**src/rtl/fsfr_pkg.sv**
```systemverilog
package fsfr_pkg;
	// register map, byte addresses on the lite bus
	localparam logic [7:0] ADDR_MODE = 8'h00;
	localparam logic [7:0] ADDR_CONFIG = 8'h04;
	localparam logic [7:0] ADDR_STATUS = 8'h08;
	localparam logic [7:0] ADDR_MEAS = 8'h0c;
	localparam logic [1:0] RESP_OKAY = 2'h0;
	localparam logic [1:0] RESP_SLVERR = 2'h2;

	// mode register fields
	localparam int MODE_OP_LSB = 0;
	localparam int MODE_QUAD_BIT = 2;
	localparam int MODE_SOFT_BIT = 3;
	localparam int MODE_FTYPE_LSB = 4;
	localparam logic [1:0] OP_IDLE = 2'h0;
	localparam logic [1:0] OP_RX = 2'h1;
	localparam logic [1:0] OP_TX = 2'h2;
	localparam logic [1:0] FT_VOICE = 2'h0;
	localparam logic [1:0] FT_DATA = 2'h1;
	localparam logic [1:0] FT_BURST = 2'h2;

	// modem configuration fields
	localparam int CFG_LATE_EN_BIT = 8;
	localparam int CFG_KEEP_TIMER_BIT = 13;

	// status fields
	localparam int ST_INIT_BIT = 0;
	localparam int ST_LATE_BIT = 1;
	localparam int ST_CRC_BIT = 2;
	localparam int ST_ERR_LSB = 4;
	localparam int ST_DEMOD_BIT = 8;
	localparam int ST_SEARCH_BIT = 9;

	// sync patterns
	localparam int PRE_TAIL_BITS = 18;
	localparam int SYNC_BITS = 20;
	localparam int FS1_BITS = PRE_TAIL_BITS + SYNC_BITS;
	localparam logic [19:0] PRE_TAIL_WORD = 20'h375fd;
	localparam logic [19:0] SYNC_WORD = 20'hcdf59;
	localparam logic [FS1_BITS-1:0] FS1_PAT = {PRE_TAIL_WORD[PRE_TAIL_BITS-1:0], SYNC_WORD};
	localparam int PRE_BITS = 32;
	localparam logic [PRE_BITS-1:0] PRE_PAT = {12'h777, PRE_TAIL_WORD};

	// frame timing
	localparam int CLK_HZ = 100_000_000;
	localparam int BIT_RATE = 4800;
	localparam int SYM_RATE = 2400;
	localparam int FRAME_MS = 80;
	localparam int FRAME_SYMS = FRAME_MS * SYM_RATE / 1000;
	localparam logic [7:0] FRAME_SYMS_M1 = 8'(FRAME_SYMS - 1);
	localparam logic [7:0] RESYNC_WIN = 8'h02;
	localparam int SYM_TICK_CYC_DEF = CLK_HZ / SYM_RATE;

	// over-air field sizes and their host-side uncoded sizes
	localparam logic [8:0] LEN_RINFO = 9'd16;
	localparam logic [8:0] LEN_SLOW = 9'd60;
	localparam logic [8:0] LEN_FAST_SHORT = 9'd144;
	localparam logic [8:0] LEN_LONG = 9'd348;
	localparam logic [8:0] LEN_BURST = 9'd252;
	localparam logic [8:0] LEN_GUARD = 9'd96;
	localparam logic [8:0] LEN_TRAFFIC = 9'd72;
	localparam int UNC_RINFO = 7;
	localparam int UNC_SLOW = 8 + 18;
	localparam int UNC_FAST_SHORT = 80;
	localparam int UNC_LONG = 8 + 176;
	localparam int UNC_BURST = 252;
	localparam int UNC_TRAFFIC = 72;

	// lite bus carriers
	typedef struct packed {
		logic awvalid;
		logic [7:0] awaddr;
		logic wvalid;
		logic [31:0] wdata;
		logic [3:0] wstrb;
		logic bready;
		logic arvalid;
		logic [7:0] araddr;
		logic rready;
	} fsfr_axi_req_s;

	typedef struct packed {
		logic awready;
		logic wready;
		logic bvalid;
		logic [1:0] bresp;
		logic arready;
		logic rvalid;
		logic [31:0] rdata;
		logic [1:0] rresp;
	} fsfr_axi_rsp_s;

	// demodulated bit with its likelihood
	typedef struct packed {
		logic valid;
		logic bit_val;
		logic [3:0] llr;
	} fsfr_rxbit_s;
endpackage : fsfr_pkg

```
**src/rtl/fsfr_top.sv**
```systemverilog
module fsfr_top #(
	parameter int unsigned SYM_TICK_CYC = fsfr_pkg::SYM_TICK_CYC_DEF
) (
	// clock and reset
	input wire logic clk_sys_i,
	input wire logic reset_n_i,
	// register bus
	input wire fsfr_pkg::fsfr_axi_req_s axi_req_i,
	output fsfr_pkg::fsfr_axi_rsp_s axi_rsp_o,
	// receive symbols and demodulated bits
	input wire logic rx_sym_valid_i,
	input wire logic [1:0] rx_sym_i,
	input wire fsfr_pkg::fsfr_rxbit_s rx_bit_i,
	input wire logic end_of_burst_i,
	input wire logic crc_fail_i,
	input wire logic [3:0] crc_code_i,
	input wire logic [15:0] freq_err_i,
	input wire logic [15:0] rssi_i,
	// receive chain control
	output logic search_en_o,
	output logic demod_en_o,
	output logic rrc_en_o,
	output logic quad_chain_en_o,
	output logic event_o,
	// receive data out
	output logic rx_data_valid_o,
	output logic [3:0] rx_data_o,
	output logic voc_llr_valid_o,
	output logic [3:0] voc_llr_o,
	// transmit bit stream
	input wire logic tx_bit_req_i,
	input wire logic payload_bit_i,
	output logic payload_take_o,
	output logic tx_bit_valid_o,
	output logic tx_bit_o
);
	import fsfr_pkg::*;

	typedef enum logic [1:0] {ST_IDLE, ST_SEARCH, ST_DEMOD, ST_TX} fsfr_state_e;
	typedef enum logic [2:0] {TS_PRE, TS_SYNC, TS_RINFO, TS_SLOW, TS_PAY, TS_GUARD} fsfr_tseg_e;

	fsfr_state_e state_reg, state_next;
	fsfr_tseg_e tseg_reg, tseg_next;
	fsfr_axi_rsp_s rsp_reg;
	logic [31:0] mode_reg, config_reg;
	logic init_reg, late_reg, crc_reg;
	logic [3:0] err_reg;
	logic [FS1_BITS-1:0] sr_reg;
	logic [7:0] timer_reg;
	logic pend_reg, prior_reg;
	logic [15:0] tick_reg;
	logic [8:0] tcnt_reg;

	// register decode
	wire logic [1:0] op_mode = mode_reg[MODE_OP_LSB +: 2];
	wire logic quad_mode = mode_reg[MODE_QUAD_BIT];
	wire logic soft_en = mode_reg[MODE_SOFT_BIT];
	wire logic [1:0] ftype = mode_reg[MODE_FTYPE_LSB +: 2];
	wire logic late_en = config_reg[CFG_LATE_EN_BIT];
	wire logic keep_timer = config_reg[CFG_KEEP_TIMER_BIT];

	// write path: take address and data together, answer one cycle later
	wire logic wr_go = axi_req_i.awvalid & axi_req_i.wvalid & ~rsp_reg.awready & ~rsp_reg.bvalid;
	wire logic wr_mode = wr_go & (axi_req_i.awaddr == ADDR_MODE);
	wire logic wr_cfg = wr_go & (axi_req_i.awaddr == ADDR_CONFIG);
	wire logic wr_stat = wr_go & (axi_req_i.awaddr == ADDR_STATUS);
	wire logic wr_hit = wr_mode | wr_cfg | wr_stat | (axi_req_i.awaddr == ADDR_MEAS);
	wire logic [31:0] wmask = {{8{axi_req_i.wstrb[3]}}, {8{axi_req_i.wstrb[2]}},
		{8{axi_req_i.wstrb[1]}}, {8{axi_req_i.wstrb[0]}}};
	wire logic [31:0] w1c = wr_stat ? (axi_req_i.wdata & wmask) : 32'h0;
	wire logic rd_go = axi_req_i.arvalid & ~rsp_reg.arready & ~rsp_reg.rvalid;

	// read mux; measurements exist only on the quadrature path
	wire logic [31:0] stat_word = (32'(init_reg) << ST_INIT_BIT) | (32'(late_reg) << ST_LATE_BIT)
		| (32'(crc_reg) << ST_CRC_BIT) | (32'(err_reg) << ST_ERR_LSB)
		| (32'(state_reg == ST_DEMOD) << ST_DEMOD_BIT)
		| (32'(state_reg == ST_SEARCH) << ST_SEARCH_BIT);
	wire logic [31:0] meas_word = quad_mode ? {rssi_i, freq_err_i} : 32'h0;
	wire logic rd_mode = axi_req_i.araddr == ADDR_MODE;
	wire logic rd_cfg = axi_req_i.araddr == ADDR_CONFIG;
	wire logic rd_stat = axi_req_i.araddr == ADDR_STATUS;
	wire logic rd_meas = axi_req_i.araddr == ADDR_MEAS;
	wire logic rd_hit = rd_mode | rd_cfg | rd_stat | rd_meas;
	wire logic [31:0] rd_word = rd_mode ? mode_reg : rd_cfg ? config_reg
		: rd_stat ? stat_word : rd_meas ? meas_word : 32'h0;

	// bus handshake; rdata caught while address is still held
	always_ff @(posedge clk_sys_i or negedge reset_n_i) begin
		if (!reset_n_i) begin
			rsp_reg <= '0;
		end else begin
			rsp_reg.awready <= wr_go;
			rsp_reg.wready <= wr_go;
			rsp_reg.bvalid <= rsp_reg.awready | (rsp_reg.bvalid & ~axi_req_i.bready);
			if (wr_go)
				rsp_reg.bresp <= wr_hit ? RESP_OKAY : RESP_SLVERR;
			rsp_reg.arready <= rd_go;
			rsp_reg.rvalid <= rsp_reg.arready | (rsp_reg.rvalid & ~axi_req_i.rready);
			if (rd_go) begin
				rsp_reg.rdata <= rd_word;
				rsp_reg.rresp <= rd_hit ? RESP_OKAY : RESP_SLVERR;
			end
		end
	end
	assign axi_rsp_o = rsp_reg;

	// software-written control registers
	always_ff @(posedge clk_sys_i or negedge reset_n_i) begin
		if (!reset_n_i) begin
			mode_reg <= 32'h0;
			config_reg <= 32'h0;
		end else begin
			if (wr_mode)
				mode_reg <= (mode_reg & ~wmask) | (axi_req_i.wdata & wmask);
			if (wr_cfg)
				config_reg <= (config_reg & ~wmask) | (axi_req_i.wdata & wmask);
		end
	end

	// symbol tick keeps the frame timer alive outside receive
	wire logic tick = tick_reg == 16'(SYM_TICK_CYC - 1);
	always_ff @(posedge clk_sys_i or negedge reset_n_i) begin
		if (!reset_n_i)
			tick_reg <= 16'h0;
		else
			tick_reg <= tick ? 16'h0 : tick_reg + 16'h1;
	end

	// sync search: exact compares on the symbol shift register
	wire logic in_rx = (state_reg == ST_SEARCH) | (state_reg == ST_DEMOD);
	wire logic sym_in = (state_reg == ST_SEARCH) & rx_sym_valid_i;
	wire logic [FS1_BITS-1:0] sr_shift = {sr_reg[FS1_BITS-3:0], rx_sym_i};
	wire logic fs1_hit = sr_shift == FS1_PAT;
	wire logic sw_hit = sr_shift[SYNC_BITS-1:0] == SYNC_WORD;
	wire logic timer_adv = in_rx ? rx_sym_valid_i : (keep_timer & prior_reg & tick);
	wire logic frame_due = timer_reg == FRAME_SYMS_M1;
	wire logic in_win = (timer_reg >= FRAME_SYMS_M1 - RESYNC_WIN) | (timer_reg < RESYNC_WIN);
	wire logic resync_ok = keep_timer & prior_reg & in_win;
	wire logic fs1_ev = sym_in & fs1_hit;
	wire logic fs2_ev = sym_in & ~fs1_hit & late_en & sw_hit
		& ((pend_reg & frame_due) | resync_ok);
	wire logic pend_start = sym_in & ~fs1_hit & late_en & sw_hit & ~fs2_ev;
	wire logic sync_ev = fs1_ev | fs2_ev;

	// operating state; exactly one mode holds at a time
	always_comb begin
		state_next = state_reg;
		unique case (op_mode)
			OP_RX: begin
				if (!in_rx)
					state_next = ST_SEARCH;
				else if (sync_ev)
					state_next = ST_DEMOD;
				else if ((state_reg == ST_DEMOD) && end_of_burst_i)
					state_next = ST_SEARCH;
			end
			OP_TX: state_next = ST_TX;
			default: state_next = ST_IDLE;
		endcase
	end

	always_ff @(posedge clk_sys_i or negedge reset_n_i) begin
		if (!reset_n_i)
			state_reg <= ST_IDLE;
		else
			state_reg <= state_next;
	end

	// pattern history is flushed on every fresh search
	always_ff @(posedge clk_sys_i or negedge reset_n_i) begin
		if (!reset_n_i)
			sr_reg <= '0;
		else if (state_reg != ST_SEARCH)
			sr_reg <= '0;
		else if (sym_in)
			sr_reg <= sr_shift;
	end

	// frame timer, late-entry pending and prior-sync memory
	always_ff @(posedge clk_sys_i or negedge reset_n_i) begin
		if (!reset_n_i) begin
			timer_reg <= 8'h0;
			pend_reg <= 1'b0;
			prior_reg <= 1'b0;
		end else begin
			if (sync_ev || pend_start)
				timer_reg <= 8'h0;
			else if (timer_adv)
				timer_reg <= frame_due ? 8'h0 : timer_reg + 8'h1;
			if (pend_start)
				pend_reg <= 1'b1;
			else if (sync_ev || (sym_in && frame_due) || !in_rx)
				pend_reg <= 1'b0; // a missed second word restarts the pair
			if (sync_ev)
				prior_reg <= 1'b1;
			else if (!in_rx && !keep_timer)
				prior_reg <= 1'b0; // timer not kept, so old timing is void
		end
	end

	// sticky status; a set in the clearing cycle wins
	always_ff @(posedge clk_sys_i or negedge reset_n_i) begin
		if (!reset_n_i) begin
			init_reg <= 1'b0;
			late_reg <= 1'b0;
			crc_reg <= 1'b0;
			err_reg <= 4'h0;
		end else begin
			init_reg <= fs1_ev | (init_reg & ~w1c[ST_INIT_BIT]);
			late_reg <= fs2_ev | (late_reg & ~w1c[ST_LATE_BIT]);
			crc_reg <= crc_fail_i | (crc_reg & ~w1c[ST_CRC_BIT]);
			if (crc_fail_i)
				err_reg <= crc_code_i;
		end
	end

	// chain enables and event line
	always_ff @(posedge clk_sys_i or negedge reset_n_i) begin
		if (!reset_n_i) begin
			search_en_o <= 1'b0;
			demod_en_o <= 1'b0;
			rrc_en_o <= 1'b0;
			quad_chain_en_o <= 1'b0;
			event_o <= 1'b0;
		end else begin
			search_en_o <= state_next == ST_SEARCH;
			demod_en_o <= state_next == ST_DEMOD;
			rrc_en_o <= (state_next == ST_SEARCH) | (state_next == ST_DEMOD);
			quad_chain_en_o <= quad_mode & (op_mode == OP_RX);
			event_o <= crc_fail_i | (crc_reg & ~w1c[ST_CRC_BIT]);
		end
	end

	// received payload: hard or soft to host, soft to vocoder in voice frames only
	wire logic rx_take = (state_reg == ST_DEMOD) & rx_bit_i.valid;
	always_ff @(posedge clk_sys_i or negedge reset_n_i) begin
		if (!reset_n_i) begin
			rx_data_valid_o <= 1'b0;
			rx_data_o <= 4'h0;
			voc_llr_valid_o <= 1'b0;
			voc_llr_o <= 4'h0;
		end else begin
			rx_data_valid_o <= rx_take;
			voc_llr_valid_o <= rx_take & (ftype == FT_VOICE);
			if (rx_take) begin
				rx_data_o <= soft_en ? rx_bit_i.llr : {3'h0, rx_bit_i.bit_val};
				voc_llr_o <= rx_bit_i.llr;
			end
		end
	end

	// transmit segment lengths per frame type
	function automatic logic [8:0] seg_len(input fsfr_tseg_e seg, input logic [1:0] ft);
		logic [8:0] len;
		len = LEN_RINFO;
		unique case (seg)
			TS_PRE: len = 9'(PRE_BITS);
			TS_SYNC: len = 9'(SYNC_BITS);
			TS_RINFO: len = LEN_RINFO;
			TS_SLOW: len = LEN_SLOW;
			TS_PAY: len = (ft == FT_DATA) ? LEN_LONG : (ft == FT_BURST) ? LEN_BURST
				: LEN_FAST_SHORT;
			TS_GUARD: len = LEN_GUARD;
		endcase
		return len;
	endfunction

	// next segment after the current one ends
	always_comb begin
		tseg_next = tseg_reg;
		unique case (tseg_reg)
			TS_PRE: tseg_next = TS_SYNC;
			TS_SYNC: tseg_next = TS_RINFO;
			TS_RINFO: tseg_next = (ftype == FT_VOICE) ? TS_SLOW : TS_PAY;
			TS_SLOW: tseg_next = TS_PAY;
			TS_PAY: tseg_next = (ftype == FT_BURST) ? TS_GUARD : TS_SYNC;
			TS_GUARD: tseg_next = TS_SYNC;
			default: tseg_next = TS_PRE;
		endcase
	end

	// transmit bit source: preamble and sync built here, fields from host
	wire logic tx_step = (state_reg == ST_TX) & tx_bit_req_i;
	wire logic seg_end = tcnt_reg == seg_len(tseg_reg, ftype) - 9'h1;
	wire logic from_host = (tseg_reg == TS_RINFO) | (tseg_reg == TS_SLOW) | (tseg_reg == TS_PAY);
	wire logic pre_bit = PRE_PAT[5'(PRE_BITS - 1) - tcnt_reg[4:0]];
	wire logic sync_bit = SYNC_WORD[5'(SYNC_BITS - 1) - tcnt_reg[4:0]];
	wire logic out_bit = (tseg_reg == TS_PRE) ? pre_bit : (tseg_reg == TS_SYNC) ? sync_bit
		: from_host ? payload_bit_i : 1'b0;

	always_ff @(posedge clk_sys_i or negedge reset_n_i) begin
		if (!reset_n_i) begin
			tseg_reg <= TS_PRE;
			tcnt_reg <= 9'h0;
			tx_bit_valid_o <= 1'b0;
			tx_bit_o <= 1'b0;
			payload_take_o <= 1'b0;
		end else begin
			tx_bit_valid_o <= tx_step;
			payload_take_o <= tx_step & from_host;
			if (tx_step)
				tx_bit_o <= out_bit;
			if (state_reg != ST_TX) begin
				tseg_reg <= TS_PRE; // preamble only before the first frame
				tcnt_reg <= 9'h0;
			end else if (tx_step) begin
				tcnt_reg <= seg_end ? 9'h0 : tcnt_reg + 9'h1;
				if (seg_end)
					tseg_reg <= tseg_next;
			end
		end
	end
endmodule : fsfr_top

```
**config.mk**
```make
export PLATFORM = sky130hd
export DESIGN_NAME = fsfr_top
export DESIGN_NICKNAME = d
export VERILOG_FILES = /design/src/rtl/fsfr_pkg.sv /design/src/rtl/fsfr_top.sv
export SDC_FILE = /design/constraint.sdc
export NUM_CORES = 1
export LEC_CHECK = 0
export ABC_CLOCK_PERIOD_IN_PS = 4000
export BUFFER_PORTS_ARGS = -buffer_cell sky130_fd_sc_hd__buf_2
export CAP_MARGIN = 10
export CORE_UTILIZATION = 55
export DETAILED_ROUTE_END_ITERATION = 7
export HOLD_SLACK_MARGIN = 0.06
export PLACE_DENSITY = 0.76
export SLEW_MARGIN = 0
export SYNTH_ARGS = -nofsm -noshare
export SYNTH_HDL_FRONTEND = slang
export SYNTH_SLANG_ARGS = --single-unit
```
**constraint.sdc**
```tcl
create_clock -name clk_sys_i -period 4 [get_ports clk_sys_i]
set_input_delay 1.2 -clock clk_sys_i [delete_from_list [all_inputs] [get_ports clk_sys_i]]
set_output_delay 1.2 -clock clk_sys_i [all_outputs]
set_load 0.02 [all_outputs]
```
==> metrics <==
asr flop ratio synth=1.00; Initial Util=0.560; Slew headroom=0.294; period utilization=0.810; total power draw=4.23 mW; vias in the first global route=7247; Post-Synthesis Cells=872; met2 WL=10.3 mm; crit path DAT=3.61 ns; Register Area=5050 sq um; initial antenna violation count=4; die area=18100 sq um; Area Overhead vs Synth=17.9%; Critical Path Start Type=flop; post-cts repair resize count=0; CP endpoint kind=flop; Fmax=0.309 GHz; CP required=4.37 ns; Layout Nets=1162; clock buffer depth=3; Slowest-stage cell, CP=dfrtp_1; status=complete, but fails checks; min Tclk post-route=3.24 ns; IO Port Bufs=164; largest net degree at the start of global routing=83; Slew Viols, Final=0; post-synth cell types=67; num rows=48; CTS buffer count=22; clk_skew=0.0152 ns; synthesized area per cell=11.1 sq um; crit path max fanout=14; Yosys reg bits=202; GRT Overall Usage=0.243; Reg2Reg Setup Slack=0.76 ns; area of the multi-input gates=4290 sq um; R2R cell count=9; Synth Flop Type=dfrtp_1; wire per inst=17.2 um; RSZ-0062 raised after global routing=no; Leakage=5.59 nW; register area share after synthesis=0.524; root buffer cell=clkbuf_16; postcts setup bufs=0; Post-synth EDFFs=0; die width=134 um; fill count=1358; Worst Hold Depth=2; CTS Sinks=202; DRC Markers=5; Hold Crit Class=flop to flop; wire length on met3=1.44 mm; buffers plus inverters on the worst setup path=1; Final Hold Viols=0; M1 WL=9.47 mm; Mapped Area=9650 sq um; Slew @ Worst Pin=1.06 ns; CP max stage delay=0.64 ns; power density over cell area=372 nW/um^2; CTS tree=built; final setup fails=0; wirelength, routed=21.9 mm; CTS Hold Bufs=0; RD Place Congestion=0.871; share of cells above drive strength 1=0.286; number of cells on the critical path=9; H-tree levels=1; Worst VDD drop=0.000367 V; failing checks=design-rule violations; Top Family by Delay on Critical Path=compound AO/OA/AOI/OAI gates; MaxCap Viol Count=0; Worst-Skew Late Latency=0.50 ns; IO Count=167; DP HPWL=15.1 mm; Setup Crit Path Kind=flop to flop; Vias=7286; uppermost layer routed=met5; TNS Setup=0 ns; sequence of cells on the critical path=inv_1 > ha_1 > nor2_1 > and4_1 > o31a_1 > or4_4 > a31oi_4 > o311a_1 > o32ai_1; initial DRC count=591; Clock Pin Slew Worst Setup and Hold Paths=0.06 ns; global-route wire length before repair=35.4 mm; total gr overflow=0; vias per cell=5.74; Die H=134 um; core region area=17200 sq um; Synth Warn #=0; DR pass1 iterations=8; ANT nets after route=0
[power by group]
part | switching, mW | internal (mW)
logic | 0.150 | 0.0824
clock network | 0.801 | 1.12
registers | 0.0156 | 2.07
[final timing paths]
check / from / endpoint
max: tseg_reg[1]$_DFFE_PN0P_ / tseg_reg[1]$_DFFE_PN0P_
min: axi_rsp_o[3]$_DFFE_PN0P_ / axi_rsp_o[3]$_DFFE_PN0P_
max reg2reg: tseg_reg[1]$_DFFE_PN0P_ / tseg_reg[1]$_DFFE_PN0P_
min reg2reg: axi_rsp_o[3]$_DFFE_PN0P_ / axi_rsp_o[3]$_DFFE_PN0P_
max in group asynchronous: reset_n_i / tick_reg[2]$_DFF_PN0_
min in group asynchronous: reset_n_i / asynchronous set/reset pin
[cells in the mapped netlist, types with 3 or more instances]
master	instances	area (sq um)
a22oi_1	5	37.5
nor3b_1	4	30.0
a22o_1	9	78.8
a222oi_1	23	230
a21o_1	3	22.5
ha_1	24	300
mux2i_1	42	420
buf_4	5	37.5
nand2_1	91	342
buf_2	4	20.0
and4_1	3	26.3
mux2_2	72	811
clkbuf_1	31	116
nor2_1	37	139
o22ai_1	11	68.8
o32ai_1	3	26.3
dfrtp_1	202	5050
inv_1	36	135
buf_1	3	11.3
nand4b_1	7	61.3
and3_1	11	68.8
and2_1	3	18.8
a21oi_1	14	70.1
xor2_1	7	61.3
or3_1	5	31.3
nand3_1	22	110
nor2b_1	50	313
nand2b_1	3	18.8
or4_1	3	22.5
nand4_1	11	68.8
nor4_1	3	18.8
xnor2_1	15	131
nor3_1	11	55.1
o21ai_0	58	290
[final cells by class]
type / count / share of cell area
Antenna cell: 2 / 0.000440
Multi-Input combinational cell: 592 / 0.377
Timing Repair Buffer: 176 / 0.0819
Inverter: 36 / 0.0119
Clock inverter: 8 / 0.00374
Sequential cell: 202 / 0.444
Clock buffer: 29 / 0.0561
Tap cell: 225 / 0.0247
[worst register-to-register path, stage by stage, from the launching register on]
cell and delay, ns:
dfrtp_1 0.64, inv_1 0.17, ha_1 0.50, nor2_1 0.11, and4_1 0.21, o31a_1 0.28, or4_4 0.55, a31oi_4 0.33
o311a_1 0.24, o32ai_1 0.08
[cell families (layout without fill, tap and decap cells)]
logic type / Yosys count / in the layout / share of synthesized area
flops: 202 / 202 / 0.524
compound gates: 150 / 150 / 0.108
xor+xnor: 22 / 22 / 0.0200
simple gates: 279 / 279 / 0.154
fa+ha+maj: 24 / 24 / 0.0311
mux: 115 / 115 / 0.130
buf+inv: 79 / 249 / 0.0332
other cells: 1 / 4 / 0.000389
[metrics by stage]
| stage | area [sq um] | hold slack (ns) | worst slack (ns) | instances | utilization |
|---|---|---|---|---|---|
| after global routing | 11400 | 0.495 | 0.654 | 1270 | 0.660 |
| after CTS | 11400 | 0.472 | 0.824 | 1268 | 0.660 |
| after detailed placement | 10700 | 0.456 | 0.663 | 1231 | 0.620 |
| after global placement | 10700 | 0.451 | 0.744 | 1231 | 0.620 |
| after floorplan | 9660 | 0.449 | 1.11 | 873 | - |
| final | 11400 | 0.475 | 0.762 | 1270 | 0.660 |
[routing by layer]
metal | GRT usage | up-vias
li1 | - | 3433
met1 | 0.328 | 3536
met2 | 0.399 | 265
met3 | 0.0435 | 48
met4 | 0.0830 | 4
met5 | 0 | -
[layout by cell type, fill, tap and decap left out, types with 5 or more instances in the layout]
| cell | Yosys | final |
|---|---|---|
| nand4b_1 | 7 | 7 |
| nor2b_1 | 50 | 50 |
| dfrtp_1 | 202 | 202 |
| a21oi_1 | 14 | 14 |
| o21ai_0 | 58 | 58 |
| ha_1 | 24 | 24 |
| o22ai_1 | 11 | 11 |
| xor2_1 | 7 | 7 |
| a22oi_1 | 5 | 5 |
| a222oi_1 | 23 | 23 |
| xnor2_1 | 15 | 15 |
| mux2i_1 | 42 | 42 |
| clkbuf_16 | 0 | 23 |
| a22o_1 | 9 | 9 |
| inv_1 | 36 | 36 |
| nand4_1 | 11 | 11 |
| or3_1 | 5 | 5 |
| clkbuf_8 | 0 | 5 |
| buf_2 | 4 | 163 |
| nand3_1 | 22 | 22 |
| nand2_1 | 91 | 90 |
| and3_1 | 11 | 11 |
| buf_4 | 5 | 11 |
| clkinv_2 | 0 | 7 |
| nor2_1 | 37 | 36 |
| nor3_1 | 11 | 10 |
| mux2_2 | 72 | 72 |
No activity file was read; power rests on OpenSTA's default activity.
